===== config.mk =====
export PLATFORM = sky130hd
export DESIGN_NAME = panel_delay_compare
export DESIGN_NICKNAME = d
export VERILOG_FILES = /design/src/panel_delay_pkg.sv /design/src/delay_select.sv /design/src/panel_delay_compare.sv
export SDC_FILE = /design/constraint.sdc
export NUM_CORES = 1
export LEC_CHECK = 0
export BUFFER_PORTS_ARGS = -buffer_cell sky130_fd_sc_hd__clkbuf_2
export CAP_MARGIN = 20
export CELL_PAD_IN_SITES_DETAIL_PLACEMENT = 1
export CELL_PAD_IN_SITES_GLOBAL_PLACEMENT = 1
export CORE_MARGIN = 2
export CORE_UTILIZATION = 35
export CTS_CLUSTER_SIZE = 12
export DETAILED_ROUTE_END_ITERATION = 16
export GPL_TIMING_DRIVEN = 0
export HOLD_SLACK_MARGIN = 0.15
export PLACE_DENSITY = 0.7
export SLEW_MARGIN = 20
export SYNTH_ARGS = -nofsm -noshare
export SYNTH_HDL_FRONTEND = slang
export SYNTH_SLANG_ARGS = --single-unit

===== constraint.sdc =====
create_clock -name clk_in -period 4.8 [get_ports clk_in]
set_input_delay 1.2 -clock clk_in [delete_from_list [all_inputs] [get_ports clk_in]]
set_output_delay 1.2 -clock clk_in [all_outputs]
set_load 0.1 [all_outputs]

===== src/panel_delay_pkg.sv =====
// shared constants and carrier types for the panel frame-start delay compare block
// assumes a byte-wide indexed i/o port pair on a 16-bit i/o address
`default_nettype none
package panel_delay_pkg;
	// ------------------------------------------------------------
	// i/o ports
	// ------------------------------------------------------------
	localparam logic [15:0] IDX_PORT_MONO  = 16'h03B4;
	localparam logic [15:0] DATA_PORT_MONO = 16'h03B5;
	localparam logic [15:0] IDX_PORT_COLOR = 16'h03D4;
	localparam logic [15:0] DATA_PORT_COLOR= 16'h03D5;
	// ------------------------------------------------------------
	// register indices
	// ------------------------------------------------------------
	localparam logic [7:0]  IDX_LOW_480    = 8'h02;
	localparam logic [7:0]  IDX_LOW_350    = 8'h03;
	localparam logic [7:0]  IDX_LOW_400    = 8'h04;
	localparam logic [7:0]  IDX_LOW_DEF    = 8'h05;
	localparam logic [7:0]  IDX_OVERFLOW   = 8'h06;
	// ------------------------------------------------------------
	// overflow field positions (low bit of each pair)
	// ------------------------------------------------------------
	localparam int          OVF_480_LSB    = 6;
	localparam int          OVF_350_LSB    = 4;
	localparam int          OVF_400_LSB    = 2;
	localparam int          OVF_DEF_LSB    = 0;
	// ------------------------------------------------------------
	// vertical-size mode codes and reset values
	// ------------------------------------------------------------
	localparam logic [1:0]  MODE_480       = 2'h3;
	localparam logic [1:0]  MODE_350       = 2'h2;
	localparam logic [1:0]  MODE_400       = 2'h1;
	localparam logic [1:0]  MODE_DEF       = 2'h0;
	localparam logic [7:0]  REG_RESET      = 8'h00;
	localparam logic [7:0]  IDX_RESET      = 8'h00;
	localparam logic [9:0]  LINE_MAX       = 10'h3FF;

	typedef struct packed {
		logic [7:0] low_480;
		logic [7:0] low_350;
		logic [7:0] low_400;
		logic [7:0] low_def;
		logic [7:0] overflow;
	} delay_regs_t;

	typedef struct packed {
		logic [1:0] vsize_mode;
		logic       auto_center;
	} mode_sel_t;
endpackage : panel_delay_pkg
`default_nettype wire


===== src/delay_select.sv =====
// picks the active 10-bit delay value from the stored registers
// assumes mode and register inputs are stable in the clock domain of the caller
`timescale 1ns/1ps
`default_nettype none
module delay_select (
	input  wire panel_delay_pkg::delay_regs_t regs_in,  // stored delay registers
	input  wire panel_delay_pkg::mode_sel_t   mode_in,  // mode field and centering
	output logic [9:0]                        delay_out // selected delay value
);
	always_comb
	begin
		delay_out = {regs_in.overflow[panel_delay_pkg::OVF_480_LSB +: 2], regs_in.low_480};
		case (mode_in.vsize_mode)
			panel_delay_pkg::MODE_350:
				if (mode_in.auto_center)
					delay_out = {regs_in.overflow[panel_delay_pkg::OVF_350_LSB +: 2], regs_in.low_350};
			panel_delay_pkg::MODE_400:
				if (mode_in.auto_center)
					delay_out = {regs_in.overflow[panel_delay_pkg::OVF_400_LSB +: 2], regs_in.low_400};
			panel_delay_pkg::MODE_DEF:
				delay_out = {regs_in.overflow[panel_delay_pkg::OVF_DEF_LSB +: 2], regs_in.low_def};
			default:
				delay_out = {regs_in.overflow[panel_delay_pkg::OVF_480_LSB +: 2], regs_in.low_480};
		endcase
	end
endmodule : delay_select
`default_nettype wire


===== src/panel_delay_compare.sv =====
// panel frame-start delay compare: indexed registers and scanline compare
// assumes host i/o cycles and line strobes are synchronous to clk_in
//
// What this block does
// - The delay registers at indices 2 to 6 are reachable only while the unlock bit is one.
// - The index/data pair sits at 3B4/3B5 for the mono map and 3D4/3D5 for the color map.
// - Each delay is a 10-bit scanline count, low byte per mode and top two bits in the overflow register.
// - Mode 10 with centering enabled uses the 350-line value.
// - Mode 01 with centering enabled uses the 400-line value.
// - Mode 00 uses the default value and the panel otherwise behaves as in 480-line mode.
// - Overflow bits 7:6 are bits 9:8 of the 480-line value.
// - Overflow bits 5:4 are bits 9:8 of the 350-line value.
// - Overflow bits 3:2 are bits 9:8 of the 400-line value.
// - Overflow bits 1:0 are bits 9:8 of the default value.
// - Mode 11 uses the 480-line value.
`timescale 1ns/1ps
`default_nettype none
module panel_delay_compare (
	input  wire logic        clk_in,                // 20 mhz clock
	input  wire logic        rst_in,                // sync reset, high
	input  wire logic        ce_in,                 // clock enable
	input  wire logic [15:0] io_addr_in,            // i/o address
	input  wire logic        io_wr_in,              // i/o write strobe
	input  wire logic        io_rd_in,              // i/o read strobe
	input  wire logic [7:0]  io_wdata_in,           // i/o write data
	output logic      [7:0]  io_rdata_out,          // i/o read data
	input  wire logic        color_map_in,          // 1: color map
	input  wire logic        lcd_space_in,          // lcd timing index space selected
	input  wire logic        unlock_in,             // panel extension unlock bit
	input  wire logic        auto_center_in,        // automatic centering enable
	input  wire logic [1:0]  vsize_mode_in,         // vertical-size mode field
	input  wire logic        panel_frame_start_in,  // frame start pulse
	input  wire logic        line_strobe_in,        // one pulse per scanline
	output logic             panel_data_enable_out, // panel data may be presented
	output logic      [9:0]  scanline_out,          // scanline count since frame start
	output logic      [9:0]  delay_value_out        // active delay value
);
	// ------------------------------------------------------------
	// decode helpers
	// ------------------------------------------------------------
	// port pair follows the map
	function automatic logic port_hit(input logic [15:0] addr, input logic color, input logic data);
		logic [15:0] want;
		want = color ? (data ? panel_delay_pkg::DATA_PORT_COLOR : panel_delay_pkg::IDX_PORT_COLOR)
		             : (data ? panel_delay_pkg::DATA_PORT_MONO  : panel_delay_pkg::IDX_PORT_MONO);
		return addr == want;
	endfunction : port_hit

	function automatic logic [2:0] reg_slot(input logic [7:0] idx);
		logic [2:0] slot;
		slot = 3'h7;
		if (idx == panel_delay_pkg::IDX_LOW_480)
			slot = 3'h0;
		else if (idx == panel_delay_pkg::IDX_LOW_350)
			slot = 3'h1;
		else if (idx == panel_delay_pkg::IDX_LOW_400)
			slot = 3'h2;
		else if (idx == panel_delay_pkg::IDX_LOW_DEF)
			slot = 3'h3;
		else if (idx == panel_delay_pkg::IDX_OVERFLOW)
			slot = 3'h4;
		return slot;
	endfunction : reg_slot

	// ------------------------------------------------------------
	// register file
	// ------------------------------------------------------------
	logic [7:0] index_r;
	logic [7:0] index_nxt;
	logic [7:0] regs_r   [5];
	logic [7:0] regs_nxt [5];
	logic [7:0] rdata_nxt;
	logic       idx_acc;
	logic       dat_acc;
	logic [2:0] slot;
	logic       reg_ok;

	assign idx_acc = port_hit(io_addr_in, color_map_in, 1'b0);
	assign dat_acc = port_hit(io_addr_in, color_map_in, 1'b1);
	assign slot    = reg_slot(index_r);
	// locked unless unlock bit is one
	assign reg_ok  = dat_acc && lcd_space_in && unlock_in && (slot != 3'h7);

	always_comb
	begin
		index_nxt = index_r;
		if (io_wr_in && idx_acc)
			index_nxt = io_wdata_in;
	end

	genvar gi;
	generate
		for (gi = 0; gi < 5; gi++)
		begin : g_reg
			always_comb
			begin
				regs_nxt[gi] = regs_r[gi];
				if (io_wr_in && reg_ok && (slot == 3'(gi)))
					regs_nxt[gi] = io_wdata_in;
			end
			always_ff @(posedge clk_in)
			begin
				if (rst_in)
					regs_r[gi] <= panel_delay_pkg::REG_RESET;
				else if (ce_in)
					regs_r[gi] <= regs_nxt[gi];
			end
		end
	endgenerate

	always_comb
	begin
		rdata_nxt = io_rdata_out;
		if (io_rd_in)
		begin
			rdata_nxt = 8'h00;
			if (idx_acc)
				rdata_nxt = index_r;
			else if (reg_ok)
				rdata_nxt = regs_r[slot];
		end
	end

	always_ff @(posedge clk_in)
	begin
		if (rst_in)
		begin
			index_r      <= panel_delay_pkg::IDX_RESET;
			io_rdata_out <= 8'h00;
		end
		else if (ce_in)
		begin
			index_r      <= index_nxt;
			io_rdata_out <= rdata_nxt;
		end
	end

	// ------------------------------------------------------------
	// delay select and scanline compare
	// ------------------------------------------------------------
	panel_delay_pkg::delay_regs_t regs_pk;
	panel_delay_pkg::mode_sel_t   mode_pk;
	logic [9:0]                   delay_sel;
	logic [9:0]                   line_nxt;
	logic                         en_nxt;

	assign regs_pk = '{low_480: regs_r[0], low_350: regs_r[1], low_400: regs_r[2],
	                   low_def: regs_r[3], overflow: regs_r[4]};
	assign mode_pk = '{vsize_mode: vsize_mode_in, auto_center: auto_center_in};

	delay_select u_sel (
		.regs_in  (regs_pk),
		.mode_in  (mode_pk),
		.delay_out(delay_sel)
	);

	always_comb
	begin
		line_nxt = scanline_out;
		if (panel_frame_start_in)
			line_nxt = 10'h000;
		else if (line_strobe_in && (scanline_out != panel_delay_pkg::LINE_MAX))
			line_nxt = scanline_out + 10'h001;
		en_nxt = line_nxt >= delay_sel;
	end

	always_ff @(posedge clk_in)
	begin
		if (rst_in)
		begin
			scanline_out          <= 10'h000;
			delay_value_out       <= 10'h000;
			panel_data_enable_out <= 1'b0;
		end
		else if (ce_in)
		begin
			scanline_out          <= line_nxt;
			delay_value_out       <= delay_sel;
			panel_data_enable_out <= en_nxt;
		end
	end
endmodule : panel_delay_compare
`default_nettype wire


==> impl_summary.md <==
Logic synthesis
The number of distinct library cells after synthesis is 57. Among all flip-flop cells after synthesis, the most frequent one is sky130_fd_sc_hd__edfxtp_1. After synthesis, the share of flip-flops with an asynchronous set or reset is 0.

The synthesized net count is 450. The share of the Yosys chip area taken by registers is 0.481. The count of flip-flops with a built-in enable after synthesis is 40. Synthesis produced 402 cells. For this run, the number of Yosys warnings is 0. The mapped netlist covers 0.00404 mm^2. The synthesized area per cell is 10.0 um^2. The register bit total from synthesis is 77.

Timing
The number of setup violations in the final report is 0. Setup repair after global routing left no endpoint under its margin. Static timing analysis puts the maximum clock frequency at 284 MHz. The transition time at the pin with the least slew margin is 886 ps. The number of hold violations in the final report is 0.

In the finished design, the share of the clock period the worst path needs comes to 0.732. Setup slack on the critical path of the routed design comes to 1280 ps. Summed over all failing endpoints, the final setup total negative slack is 0 ps. The minimum clock period is 3520 ps. In this run the tightest slew margin relative to its limit is 0.405.

Across the routed clock network, the largest skew measured is 8.38 ps. The number of slew-limit violations in the final report is 0.

GRT
The total global routing overflow is 0. The initial antenna violation count was 0. The first global-routing pass estimated 20300 um of wire. The combined global-route utilization of all metal layers is 0.214. The largest net degree at the start of global routing is 13.

The number of global-route vias before repair is 3687.

Die
The initial utilization of the core area, before any placement, comes to 0.356. The area of the core is 0.0113 mm^2. After floorplanning, the core was divided into 39 placement rows. For this design the top-level I/O count stands at 66.

In this run the vertical extent of the chip is 111 um. The die outline area is 0.0124 mm^2. The die boundary width is 111 um.

Detailed routing
Dividing the detail-routed wire length by the instance count gives 20.9 um. For this run, design rule violations remaining after detail routing come to 0. The number of antenna-violating nets in the routed design is 0. Dividing the detail-routed via count by the number of cells gives 5.69. After the first detailed-routing iteration, the DRC count stood at 200. The final route contains 3557 vias. After detailed routing, the total wire length is 13000 um. The first detailed-routing pass ran for 4 iterations.

Clock tree
Counting along the longest clock path gives a buffer depth of 2. TritonCTS built the clock tree. The total setup buffers inserted after CTS is 0. The clock transition at the registers of the reported paths is 60 ps. The post-cts gate resize count is 0. In this run, CTS created clock tree buffers numbering 9. The total of hold buffers inserted after clock tree synthesis is 0. Counting every sink on the clock net gives 77.

The root buffer selected by CTS is sky130_fd_sc_hd__clkbuf_16. The worst-skew pair later-pin latency is 340 ps. The total number of H-tree levels is 3.

Placement
Once placement completed, the tool counted placed cells totaling 610. The congestion estimate from routability-driven global placement came to 0.857. The number of buffer cells added on primary ports is 62. The half-perimeter wire length of the detailed placement result is 9760 um. At the placement stage, the worst setup path has a slack of 889 ps.

Final layout
The most frequent standard cell in the layout excluding fill and tap cells is sky130_fd_sc_hd__clkbuf_2. In the layout the commonest cells are 62 x sky130_fd_sc_hd__clkbuf_2, 50 x sky130_fd_sc_hd__nor2_1, 40 x sky130_fd_sc_hd__edfxtp_1, 37 x sky130_fd_sc_hd__dfxtp_1, 28 x sky130_fd_sc_hd__a21oi_1. The count of placed standard cells in the final layout, fillers left out is 625. The final layout contains 526 nets. The area growth from synthesis to layout is 19.3%.

0 antenna diodes ended up in the layout. In the final layout, the share of cells above drive strength 1 is 0.216.

Run status
The flow ran to the end, and the final reports show no timing, DRC or antenna violations.

Setup path
The peak fanout along the critical path is 8. The type of the worst setup path is primary input to register. The worst setup path is captured at a register.

The endpoint required time on the critical path is 4770 ps. Data arrives at the worst endpoint at 3480 ps. STA classifies the critical path startpoint as a primary input.

Min path
The worst hold-check path type is register to register.

Pwr
Summed over all cells, the static leakage comes to 1.90 nW. In this run the power density over the cells is 336 mW/mm^2. IR analysis of the VDD net gives a maximum drop of 0.156 mV.

Run
The max-cap check violation count is 0.
[worst max-delay path, stage by stage]
cell                        delay [ps]
sky130_fd_sc_hd__clkbuf_2           90
sky130_fd_sc_hd__nor4_2            310
sky130_fd_sc_hd__o2111ai_2         220
sky130_fd_sc_hd__or4_4             520
sky130_fd_sc_hd__or3_2             450
sky130_fd_sc_hd__o21ai_1           680
[layout make-up]
cell class	count	area, um^2
Fill cell	1322	6510
Multi-Input combinational cell	289	1970
Sequential cell	77	1940
Timing Repair Buffer	65	333
Clock buffer	10	229
Tap cell	143	179
Buffer	25	96.3
Inverter	11	41.3
Clock inverter	5	28.8
[state kept, by name, indices dropped and copies added (netlist names)]
name                   flops
panel_data_enable_out      1
index_r                    8
io_rdata_out               8
scanline_out              10
delay_value_out           10
regs_r                    40
[metrics by stage]
stage / total power, mW / hold slack, ps / util / cell area, um^2
3_3_place_gp: 1.01 / 484 / 0.400 / 4520
5_1_grt: 1.67 / 539 / 0.425 / 4810
2_1_floorplan: 0.937 / 483 / - / 4040
6_report: 1.62 / 501 / 0.425 / 4810
4_1_cts: 1.63 / 506 / 0.425 / 4810
3_5_place_dp: 1.02 / 492 / 0.403 / 4560
[layer usage]
metal,global-route usage,vias up,wire length [um]
met3,0.0484,22,747
met2,0.351,99,6300
met1,0.272,1780,5640
li1,-,1656,-
met5,0,-,0
met4,0.0947,0,357
[where the power goes]
group / total, mW / leakage (nW) / internal, mW / switching (mW)
Sequential: 0.753 / 0.684 / 0.731 / 0.0214
Clock: 0.609 / 0.123 / 0.344 / 0.265
Combinational: 0.254 / 1.09 / 0.0660 / 0.188
Total: 1.62 / 1.90 / 1.14 / 0.475
[kinds of logic (layout without fill, tap and decap cells)]
logic type,Yosys count,in the layout,synth area share
compound gates,107,107,0.188
xor+xnor,7,7,0.0152
fa+ha+maj,12,12,0.0366
buf+inv,36,116,0.0341
flops,77,77,0.481
mux,21,21,0.0527
simple gates,142,142,0.193
[Yosys cell counts (3+ instances only)]
cell | number | area share
sky130_fd_sc_hd__a211oi_1 | 6 | 0.011
sky130_fd_sc_hd__a211oi_2 | 8 | 0.025
sky130_fd_sc_hd__a21o_1 | 3 | 0.0056
sky130_fd_sc_hd__a21oi_1 | 28 | 0.035
sky130_fd_sc_hd__a221oi_1 | 6 | 0.013
sky130_fd_sc_hd__and2_1 | 4 | 0.0062
sky130_fd_sc_hd__and3_1 | 13 | 0.020
sky130_fd_sc_hd__buf_1 | 4 | 0.0037
sky130_fd_sc_hd__clkbuf_1 | 19 | 0.018
sky130_fd_sc_hd__dfxtp_1 | 37 | 0.18
sky130_fd_sc_hd__edfxtp_1 | 40 | 0.30
sky130_fd_sc_hd__ha_1 | 11 | 0.034
sky130_fd_sc_hd__inv_1 | 11 | 0.010
sky130_fd_sc_hd__mux2i_1 | 19 | 0.047
sky130_fd_sc_hd__nand2_1 | 23 | 0.021
sky130_fd_sc_hd__nand2b_1 | 12 | 0.019
sky130_fd_sc_hd__nand3_1 | 11 | 0.014
sky130_fd_sc_hd__nand4_1 | 4 | 0.0062
sky130_fd_sc_hd__nor2_1 | 50 | 0.047
sky130_fd_sc_hd__nor3_1 | 5 | 0.0062
sky130_fd_sc_hd__o21a_1 | 6 | 0.011
sky130_fd_sc_hd__o21ai_0 | 10 | 0.012
sky130_fd_sc_hd__o22ai_1 | 14 | 0.022
sky130_fd_sc_hd__o31ai_1 | 9 | 0.017
sky130_fd_sc_hd__xor2_1 | 5 | 0.011
[final timing paths]
| check | from | slack [ps] | depth (start not counted) | endpoint |
|---|---|---|---|---|
| worst min register to register | delay_value_out[2] | 500 | 2 | delay_value_out[2] |
| worst max register to register | index_r[4] | 1890 | 5 | regs_r[4][7] |
| worst max-delay path | io_addr_in[10] | 1280 | 6 | regs_r[4][7] |
| worst min-delay path | delay_value_out[2] | 500 | 2 | delay_value_out[2] |
No activity file was read; power rests on OpenSTA's default activity.
